## src/rtl/cfs_defs.svh

```systemverilog
`ifndef CFS_DEFS_SVH
`define CFS_DEFS_SVH
`define CFS_ROOT_TYPE    8'h3f
`define CFS_DIR_TYPE     8'h7f
`define CFS_ROOT_DATA    8'h2f
`define CFS_DIR_DATA     8'h6f
`define CFS_ROOT_ID      16'h3f00
`define CFS_ADM_DIR_HI   4'h4
`define CFS_OPS_DIR_HI   4'h2
`define CFS_OPS_DIR_1X   8'h10
`define CFS_ROOT_ADM_01  8'h01
`define CFS_ROOT_ADM_HI  4'he
`define CFS_ROOT_OPS_HI  4'h1
`define CFS_NO_REC       8'h00
`define CFS_FIRST_REC    8'h01
`define CFS_ENTRIES      16
`define CFS_IDX_W        4
`define CFS_NONE_IDX     4'hf
`endif

```

## src/rtl/cfs_pkg.sv

```systemverilog
package cfs_pkg;
  typedef enum logic [1:0] {
    CFS_DIR_KIND = 2'h0,
    CFS_TRANSP   = 2'h1,
    CFS_LINEAR   = 2'h2,
    CFS_CYCLIC   = 2'h3
  } cfs_struct_type;

  typedef enum logic [2:0] {
    CFS_OP_SELECT = 3'h0,
    CFS_OP_NEXT   = 3'h1,
    CFS_OP_PREV   = 3'h2,
    CFS_OP_CURR   = 3'h3,
    CFS_OP_ABS    = 3'h4,
    CFS_OP_SEEK   = 3'h5,
    CFS_OP_ABORT  = 3'h6,
    CFS_OP_APP    = 3'h7
  } cfs_op_type;

  typedef enum logic [1:0] {
    CFS_SK_FWD_START = 2'h0,
    CFS_SK_FWD_NEXT  = 2'h1,
    CFS_SK_BWD_END   = 2'h2,
    CFS_SK_BWD_PREV  = 2'h3
  } cfs_seek_type;

  typedef enum logic [1:0] {
    CFS_RPT_NONE = 2'h0,
    CFS_RPT_SET  = 2'h1,
    CFS_RPT_ERR  = 2'h3
  } cfs_result_type;

  // One directory entry, fixed at personalisation
  typedef struct packed {
    logic           used;
    logic [15:0]    id;
    logic [3:0]     parent;
    cfs_struct_type kind;
    logic [15:0]    body_len;
    logic [7:0]     rec_len;
    logic [7:0]     rec_cnt;
    logic [7:0]     app_tag;
  } cfs_entry_type;

  typedef struct packed {
    cfs_op_type     op;
    logic [15:0]    file_id;
    logic [7:0]     rec_num;
    cfs_seek_type   seek;
    logic [7:0]     seek_hit;
    logic           is_update;
    logic [7:0]     app_tag;
  } cfs_cmd_type;

  typedef struct packed {
    logic           ok;
    logic           reject;
    logic [7:0]     record;
    logic [7:0]     seek_from;
    logic           seek_back;
    logic [15:0]    cur_dir;
    logic [15:0]    cur_file;
    logic           file_valid;
    cfs_struct_type kind;
    logic [15:0]    body_len;
    logic [7:0]     rec_len;
    logic [15:0]    total_len;
  } cfs_resp_type;
endpackage : cfs_pkg

```

## src/rtl/cfs_table.sv

```systemverilog
`timescale 1ns/1ps
`default_nettype none
`include "cfs_defs.svh"
// Header store: written only in the administrative phase
module cfs_table
  import cfs_pkg::*;
(
  // Clock
  input  wire logic                  clock,
  // Write side
  input  wire logic                  wr_en,
  input  wire logic [`CFS_IDX_W-1:0] wr_idx,
  input  wire cfs_entry_type         wr_data,
  // Whole table view
  output cfs_entry_type              tab [`CFS_ENTRIES]
);
  cfs_entry_type mem [`CFS_ENTRIES];

  always_ff @(posedge clock) begin
    if (wr_en) begin
      mem[wr_idx] <= wr_data;
    end
  end

  always_ff @(posedge clock) begin
    tab <= mem;
  end
endmodule : cfs_table
`default_nettype wire

```

## src/rtl/cfs_core.sv

```systemverilog
`timescale 1ns/1ps
`default_nettype none
`include "cfs_defs.svh"
module cfs_core
  import cfs_pkg::*;
(
  // Clock and reset
  input  wire logic                  CLOCK,
  input  wire logic                  SYS_RST,
  // Answer-to-reset done pulse
  input  wire logic                  ATR_DONE,
  // Administrative header load
  input  wire logic                  ADM_PHASE,
  input  wire logic                  HDR_WR,
  input  wire logic [`CFS_IDX_W-1:0] HDR_IDX,
  input  wire cfs_entry_type         HDR_DATA,
  // Command
  input  wire logic                  CMD_VALID,
  input  wire cfs_cmd_type           CMD,
  // Answer
  output cfs_resp_type               RESP,
  output logic                       RESP_VALID
);

  cfs_entry_type         tab [`CFS_ENTRIES];
  logic [`CFS_IDX_W-1:0] cur_dir;
  logic [`CFS_IDX_W-1:0] cur_file;
  logic [`CFS_IDX_W-1:0] last_sel;
  logic [7:0]            ptr;
  logic [7:0]            saved_ptr;
  logic [7:0]            cyc_last [`CFS_ENTRIES];
  logic                  ready;

  cfs_table u_table (
    .clock   (CLOCK),
    .wr_en   (HDR_WR && ADM_PHASE),
    .wr_idx  (HDR_IDX),
    .wr_data (HDR_DATA),
    .tab     (tab)
  );

  function automatic logic reserved_id(input logic [15:0] id);
    logic [7:0] lo;
    lo = id[7:0];
    reserved_id = 1'b0;
    if (id[15:8] == `CFS_DIR_TYPE) begin
      reserved_id = (lo[7:4] == `CFS_ADM_DIR_HI)
                 || (lo[7:4] == `CFS_OPS_DIR_HI)
                 || (lo == `CFS_OPS_DIR_1X);
    end else if (id[15:8] == `CFS_ROOT_DATA) begin
      reserved_id = (lo == `CFS_ROOT_ADM_01)
                 || (lo[7:4] == `CFS_ROOT_ADM_HI)
                 || (lo[7:4] == `CFS_ROOT_OPS_HI);
    end
  endfunction : reserved_id

  // Lookup by ID, and by parent unless any_par is set; reserved IDs are still refused by the select check even when populated
  function automatic logic [4:0] find(input logic [15:0] id,
                                      input logic [3:0] par,
                                      input logic any_par);
    find = {1'b0, `CFS_NONE_IDX};
    for (int i = 0; i < `CFS_ENTRIES; i++) begin
      if (tab[i].used && tab[i].id == id && (any_par || tab[i].parent == par))
        find = {1'b1, 4'(i)};
    end
  endfunction : find

  // Type byte must match position in tree
  function automatic logic type_ok(input logic [3:0] i);
    logic [7:0] hi;
    hi = tab[i].id[15:8];
    if (tab[i].kind == CFS_DIR_KIND)
      type_ok = (tab[i].id == `CFS_ROOT_ID) || (hi == `CFS_DIR_TYPE);
    else if (tab[tab[i].parent].id == `CFS_ROOT_ID)
      type_ok = (hi == `CFS_ROOT_DATA);
    else
      type_ok = (hi == `CFS_DIR_DATA);
  endfunction : type_ok

  // Ancestor collision check over a two-level tree
  function automatic logic clash(input logic [3:0] i);
    logic [3:0] p;
    logic [3:0] g;
    p = tab[i].parent;
    g = tab[p].parent;
    clash = p != `CFS_NONE_IDX && (tab[p].id == tab[i].id
         || (g != `CFS_NONE_IDX && g != p && tab[g].id == tab[i].id));
  endfunction : clash

  logic [4:0]  hit;
  logic [4:0]  root_hit;
  logic [3:0]  hi_idx;
  logic [3:0]  root_idx;
  logic        legal;
  logic        dup;
  logic [7:0]  n;
  logic        is_cyc;
  logic        is_rec;
  logic [7:0]  next_ptr;
  logic        next_ok;
  logic [7:0]  next_seek;
  logic        seek_back;

  always_comb begin
    root_hit = find(`CFS_ROOT_ID, 4'h0, 1'b1);
    root_idx = root_hit[3:0];
    hit      = find(CMD.file_id, 4'h0, 1'b1);
    hi_idx   = hit[3:0];
    dup      = 1'b0;
    for (int j = 0; j < `CFS_ENTRIES; j++) begin
      if (tab[j].used && 4'(j) != hi_idx && tab[j].id == CMD.file_id
          && tab[j].parent == tab[hi_idx].parent)
        dup = 1'b1;
    end
    legal = hit[4] && !dup && type_ok(hi_idx) && !clash(hi_idx)
         && !reserved_id(CMD.file_id)
         && ( tab[hi_idx].parent == cur_dir
           || (tab[hi_idx].kind == CFS_DIR_KIND
               && tab[hi_idx].parent == tab[cur_dir].parent)
           || hi_idx == tab[cur_dir].parent
           || hi_idx == cur_dir
           || hi_idx == root_idx
           || hi_idx == last_sel);
  end

  // Record pointer movement
  always_comb begin
    n         = tab[cur_file].rec_cnt;
    is_cyc    = tab[cur_file].kind == CFS_CYCLIC;
    is_rec    = cur_file != `CFS_NONE_IDX && (is_cyc
                || tab[cur_file].kind == CFS_LINEAR);
    next_ptr  = ptr;
    next_ok   = is_rec;
    next_seek = `CFS_NO_REC;
    seek_back = 1'b0;
    case (CMD.op)
      CFS_OP_NEXT: begin
        if (is_cyc && CMD.is_update) next_ok = 1'b0;
        else if (ptr == `CFS_NO_REC) next_ptr = `CFS_FIRST_REC;
        else if (ptr == n) begin
          if (is_cyc) next_ptr = `CFS_FIRST_REC;
          else next_ok = 1'b0;
        end else next_ptr = 8'(ptr + 8'h01);
      end
      CFS_OP_PREV: begin
        if (is_cyc && CMD.is_update) next_ptr = `CFS_FIRST_REC;
        else if (ptr == `CFS_NO_REC) next_ptr = n;
        else if (ptr == `CFS_FIRST_REC) begin
          if (is_cyc) next_ptr = n;
          else next_ok = 1'b0;
        end else next_ptr = 8'(ptr - 8'h01);
      end
      CFS_OP_CURR: begin
        next_ok = is_rec && ptr != `CFS_NO_REC && !(is_cyc && CMD.is_update);
      end
      CFS_OP_ABS: begin
        next_ok = is_rec && CMD.rec_num >= `CFS_FIRST_REC
               && CMD.rec_num <= n && !(is_cyc && CMD.is_update);
      end
      CFS_OP_SEEK: begin
        next_ok = is_rec;
        case (CMD.seek)
          CFS_SK_FWD_START: next_seek = `CFS_FIRST_REC;
          CFS_SK_FWD_NEXT: begin
            next_ok   = is_rec && ptr != n;
            next_seek = 8'(ptr + 8'h01);
          end
          CFS_SK_BWD_END: begin
            next_seek = n;
            seek_back = 1'b1;
          end
          CFS_SK_BWD_PREV: begin
            next_ok   = is_rec && ptr > `CFS_FIRST_REC;
            next_seek = 8'(ptr - 8'h01);
            seek_back = 1'b1;
          end
          default: next_ok = 1'b0;
        endcase
        if (next_ok && CMD.seek_hit != `CFS_NO_REC) next_ptr = CMD.seek_hit;
      end
      CFS_OP_ABORT: next_ptr = saved_ptr;
      default: next_ok = 1'b0;
    endcase
  end

  always_ff @(posedge CLOCK or posedge SYS_RST) begin
    if (SYS_RST) begin
      ready    <= 1'b0;
      cur_dir  <= 4'h0;
      cur_file <= `CFS_NONE_IDX;
      last_sel <= 4'h0;
    end else if (ATR_DONE) begin
      ready    <= 1'b1;
      cur_dir  <= root_idx;
      cur_file <= `CFS_NONE_IDX;
      last_sel <= root_idx;
    end else if (CMD_VALID && ready && CMD.op == CFS_OP_SELECT && legal) begin
      last_sel <= hi_idx;
      if (tab[hi_idx].kind == CFS_DIR_KIND) begin
        cur_dir  <= hi_idx;
        cur_file <= `CFS_NONE_IDX;
      end else begin
        cur_dir  <= tab[hi_idx].parent;
        cur_file <= hi_idx;
      end
    end
  end

  always_ff @(posedge CLOCK or posedge SYS_RST) begin
    if (SYS_RST) begin
      ptr       <= `CFS_NO_REC;
      saved_ptr <= `CFS_NO_REC;
    end else if (ATR_DONE) begin
      ptr <= `CFS_NO_REC;
    end else if (CMD_VALID && ready) begin
      if (CMD.op == CFS_OP_SELECT && legal) begin
        if (tab[hi_idx].kind == CFS_CYCLIC)
          ptr <= cyc_last[hi_idx];
        else
          ptr <= `CFS_NO_REC;
      end else if (CMD.op == CFS_OP_ABORT) begin
        ptr <= saved_ptr;
      end else if (next_ok && CMD.op != CFS_OP_SELECT) begin
        saved_ptr <= ptr;
        ptr       <= next_ptr;
      end
    end
  end

  // Newest record is always slot one after a cyclic store
  always_ff @(posedge CLOCK or posedge SYS_RST) begin
    if (SYS_RST) begin
      for (int k = 0; k < `CFS_ENTRIES; k++) cyc_last[k] <= `CFS_FIRST_REC;
    end else if (CMD_VALID && ready && is_cyc && CMD.is_update && next_ok
                 && CMD.op == CFS_OP_PREV) begin
      cyc_last[cur_file] <= `CFS_FIRST_REC;
    end
  end

  always_ff @(posedge CLOCK or posedge SYS_RST) begin
    if (SYS_RST) begin
      RESP       <= '0;
      RESP_VALID <= 1'b0;
    end else begin
      RESP_VALID <= CMD_VALID && ready;
      RESP.cur_dir    <= tab[cur_dir].id;
      RESP.cur_file   <= tab[cur_file].id;
      RESP.file_valid <= cur_file != `CFS_NONE_IDX;
      RESP.kind       <= tab[cur_file].kind;
      RESP.body_len   <= tab[cur_file].body_len;
      RESP.rec_len    <= tab[cur_file].rec_len;
      RESP.total_len  <= 16'(tab[cur_file].rec_len * tab[cur_file].rec_cnt);
      RESP.record     <= next_ptr;
      RESP.seek_from  <= next_seek;
      RESP.seek_back  <= seek_back;
      case (CMD.op)
        CFS_OP_SELECT: begin
          RESP.ok     <= legal;
          RESP.reject <= !legal;
        end
        CFS_OP_APP: begin
          RESP.ok     <= CMD.app_tag == tab[cur_dir].app_tag;
          RESP.reject <= CMD.app_tag != tab[cur_dir].app_tag;
        end
        CFS_OP_ABORT: begin
          RESP.ok     <= 1'b1;
          RESP.reject <= 1'b0;
        end
        default: begin
          RESP.ok     <= next_ok;
          RESP.reject <= !next_ok;
        end
      endcase
    end
  end
endmodule : cfs_core
`default_nettype wire

```

## config.mk

```make
export PLATFORM = sky130hd
export DESIGN_NAME = cfs_core
export DESIGN_NICKNAME = d
export VERILOG_FILES = /design/src/rtl/cfs_pkg.sv /design/src/rtl/cfs_table.sv /design/src/rtl/cfs_core.sv
export VERILOG_INCLUDE_DIRS = /design/src /design/src/rtl
export SDC_FILE = /design/constraint.sdc
export NUM_CORES = 2
export LEC_CHECK = 0
export BUFFER_PORTS_ARGS = -buffer_cell sky130_fd_sc_hd__buf_2
export CAP_MARGIN = 25
export CORE_UTILIZATION = 40
export DETAILED_ROUTE_END_ITERATION = 8
export PLACE_DENSITY = 0.66
export SYNTH_ARGS = -nofsm -noshare
export SYNTH_HDL_FRONTEND = slang
export SYNTH_SLANG_ARGS = --single-unit
```

## constraint.sdc

```tcl
create_clock -name CLOCK -period 14.89 [get_ports CLOCK]
set_input_delay 1.489 -clock CLOCK [delete_from_list [all_inputs] [get_ports CLOCK]]
set_output_delay 1.489 -clock CLOCK [all_outputs]
set_load 0.02 [all_outputs]
```

==> summary.txt <==
Run status
  – Status: completed

Worst setup path
  – Logic depth of the worst setup path including buffers: 25
  – R2R setup slack: 3.61 ns
  – Crit path top cell by count: mux2i_1
  – Worst Reg-to-Reg Cells: 25
  – WP data arrival: 12.23 ns
  – Crit end category: flop
  – Crit-path max cell delay: 0.85 ns
  – Crit-path max FO: 85
  – Family with the most delay on the worst path: compound AO/OA/AOI/OAI gates
  – CP bufs+invs: 2
  – Worst Setup SP: CMD[40]
  – Startpoint types: input pin
  – WS Path Type: in -> reg
  – Worst R2R End: ptr[3]$_DFFE_PP0P_
  – Critical Path RT: 15.62 ns
  – Highest-delay cell along the critical path: nor4_1
  – FF-to-FF Start: u_table.tab[742]$_DFF_P_
  – CP endpoint: ptr[3]$_DFFE_PP0P_

Yosys
  – Post-synth EDFFs: 1,008
  – Synth Warn #: 0
  – Number of synthesized register bits: 2,268
  – Post-synth net total: 6,681
  – Post-synthesis cell count: 6,475
  – Largest cells by area after synthesis: edfxtp_1, dfxtp_1, mux4_2
  – Seq/Total Area, Yosys: 63.2%
  – Share of flip-flops with an asynchronous set or reset: 11.1%
  – Unique cell type count in the Yosys netlist: 119
  – Top_reg_cell synth: edfxtp_1
  – Largest area contributor in the netlist: edfxtp_1
  – Share of the synthesized area in the top cell type: 33.7%
  – Post-synth top cells: dfxtp_1, edfxtp_1, nand2_1, mux4_2, mux2i_1
  – Mapped Avg Cell Area: 13.9 µm²
  – Cell Area, Synth: 89,900 µm²

Timing
  – Final worst slack: 3.40 ns
  – Clk_skew: 0.0899 ns
  – Final Hold Fails: 0
  – Final Max Tran Viols: 0
  – Fin crit period: 11.49 ns
  – Fmax: 0.0870 GHz
  – Worst-margin pin slew: 1.16 ns
  – Final worst-path cycle share: 77.2%
  – Final setup violation count: 0
  – Slew HR: 21.8%
  – RSZ-0062 raised after global routing: false
  – Setup TNS: 0 ns

Floorplanning
  – Cell Rows: 173
  – Die H: 476 µm
  – I/O pin count: 214
  – Die extent in x: 476 µm
  – Die area: 227,000 µm²
  – Initial core utilization: 40.3%
  – Total core area: 223,000 µm²

Drt
  – ANT nets after route: 0
  – Vias/cell: 5.95
  – 1st-pass router iterations: 5
  – DR vias: 59.5k
  – Avg WL per Cell: 35.4 µm
  – DR iter-0 viols: 7,036
  – Post-route DRC: 0
  – WL final: 354 mm

CTS
  – Clock Tree Root: clkbuf_16
  – Clock slew at reported path FFs: 0.06 ns
  – Clock buffer count from CTS: 217
  – CTS sink count: 2,268
  – H-tree levels: 4
  – Post-cts sizing count: 0
  – Post-CTS Hold Buffers: 0
  – Clk buf depth: 3
  – Clk_lat worst skew: 0.89 ns
  – CTS tree: yes
  – Post-CTS Setup Repair Bufs: 0

Power and ir drop
  – Seq pwr share: 51.2%
  – Sw Share: 22.4%
  – Switch Pwr: 2910 µW
  – Clock Power Share: 44.2%
  – Max rail drop VDD: 111 µV
  – Pwr dens: 126 nW/µm²
  – Pleak: 0.0390 µW
  – Comb power frac: 4.5%
  – Internal: 10,100 µW

Global routing
  – Vias in the first global route: 58.5k
  – Initial antenna violation count: 44
  – Pin count of the biggest net entering global routing: 106
  – GR Util All Layers: 31.1%
  – Global-route wire length before repair: 483 mm
  – Total grt overflow: 0

Place
  – DP HPWL: 242 mm
  – Port buffer count: 213
  – Placed Area: 95,400 µm²
  – Setup slack at placement: 2.85 ns
  – GPL Wtd Cong: 1.05
  – Post-Place Cells: 9,570

Cells and area
  – Final instance count without filler cells: 9,998
  – Post-layout util: 46.3%
  – Fraction of layout cells with a size suffix above 1: 19.7%
  – Final instance area: 103,000 µm²
  – Synthesis-to-layout area growth: 14.8%
  – Final nets: 7,023

Worst hold path
  – HP Class: reg -> reg

Job
  – Number of max-cap violations: 0
[cell usage in the layout, fill, tap and decap left out, drive strengths merged, types with 180 or more instances in the layout]
master and instances:
edfxtp 1008, dfxtp 1008, nand2 726, buf 472, mux4 391, mux2i 294, clkbuf 282, xnor2 268
dfrtp 232, nand3 203, nor2 180
[registers in the layout, indices dropped and copies added (netlist names)]
register	count
saved_ptr	8
u_table.tab	1008
cur_file	4
cur_dir	4
cyc_last	128
RESP_VALID	1
last_sel	4
ptr	8
ready	1
RESP	94
u_table.mem	1008
[worst min path at each step]
stage                                startpoint                   endpoint  slack, ns  cells after the start
floorplan              u_table.mem[0]$_DFFE_PP_     u_table.tab[0]$_DFF_P_       0.32                      0
global placement     u_table.mem[633]$_DFFE_PP_   u_table.tab[633]$_DFF_P_       0.32                      0
detailed placement  u_table.mem[1003]$_DFFE_PP_  u_table.tab[1003]$_DFF_P_       0.33                      0
CTS                 u_table.mem[1003]$_DFFE_PP_  u_table.tab[1003]$_DFF_P_       0.28                      0
global route         u_table.mem[893]$_DFFE_PP_   u_table.tab[893]$_DFF_P_       0.30                      0
finish               u_table.mem[704]$_DFFE_PP_   u_table.tab[704]$_DFF_P_       0.31                      0
[power groups by stage]
stage / sequential [µW] / clock, µW / combinational [µW]
5_1_grt: 6650 / 6070 / 622
3_5_place_dp: 6780 / 0 / 578
6_report: 6650 / 5740 / 587
2_1_floorplan: 6770 / 0 / 316
4_1_cts: 6650 / 5820 / 581
3_3_place_gp: 6780 / 0 / 575
[per-stage QoR]
stage               hold slack (ns)  power (µW)
floorplan                     0.323        7090
global placement              0.323        7350
detailed placement            0.327        7360
CTS                           0.281       13000
global route                  0.301       13300
finish                        0.306       13000
[layer usage]
layer | part of all wire (%) | track usage (%)
met5 | 0.063 | 0
met4 | 5.8 | 15.7
met3 | 8.4 | 7.21
met2 | 45 | 47.6
met1 | 41 | 41.3
[kinds of logic (layout without fill, tap and decap cells)]
logic type                 count (synthesis)  count (layout)  share of synthesized area, %
xor gates and xnor gates                 390             390                          3.80
other                                      0               9                             0
DFF                                     2268            2268                          63.2
adders and majority gates                 87              87                          1.51
and+or+nand+nor                         1870            1870                          10.6
muxes                                    723             723                          13.5
buffers and inverters                    477            1016                          2.25
AOI/OAI and AO/OA                        660             660                          5.13
[area by class of cell]
cell class                      instances  area [µm²]
Timing Repair Buffer                  472        3140
Fill cell                           19400      120000
Antenna cell                            9        22.5
Clock buffer                          282        6060
Clock inverter                        134        1580
Multi-Input combinational cell       3730       31300
Sequential cell                      2268       56800
Inverter                              128         488
Tap cell                             2975        3720
No activity file was read; power rests on OpenSTA's default activity.
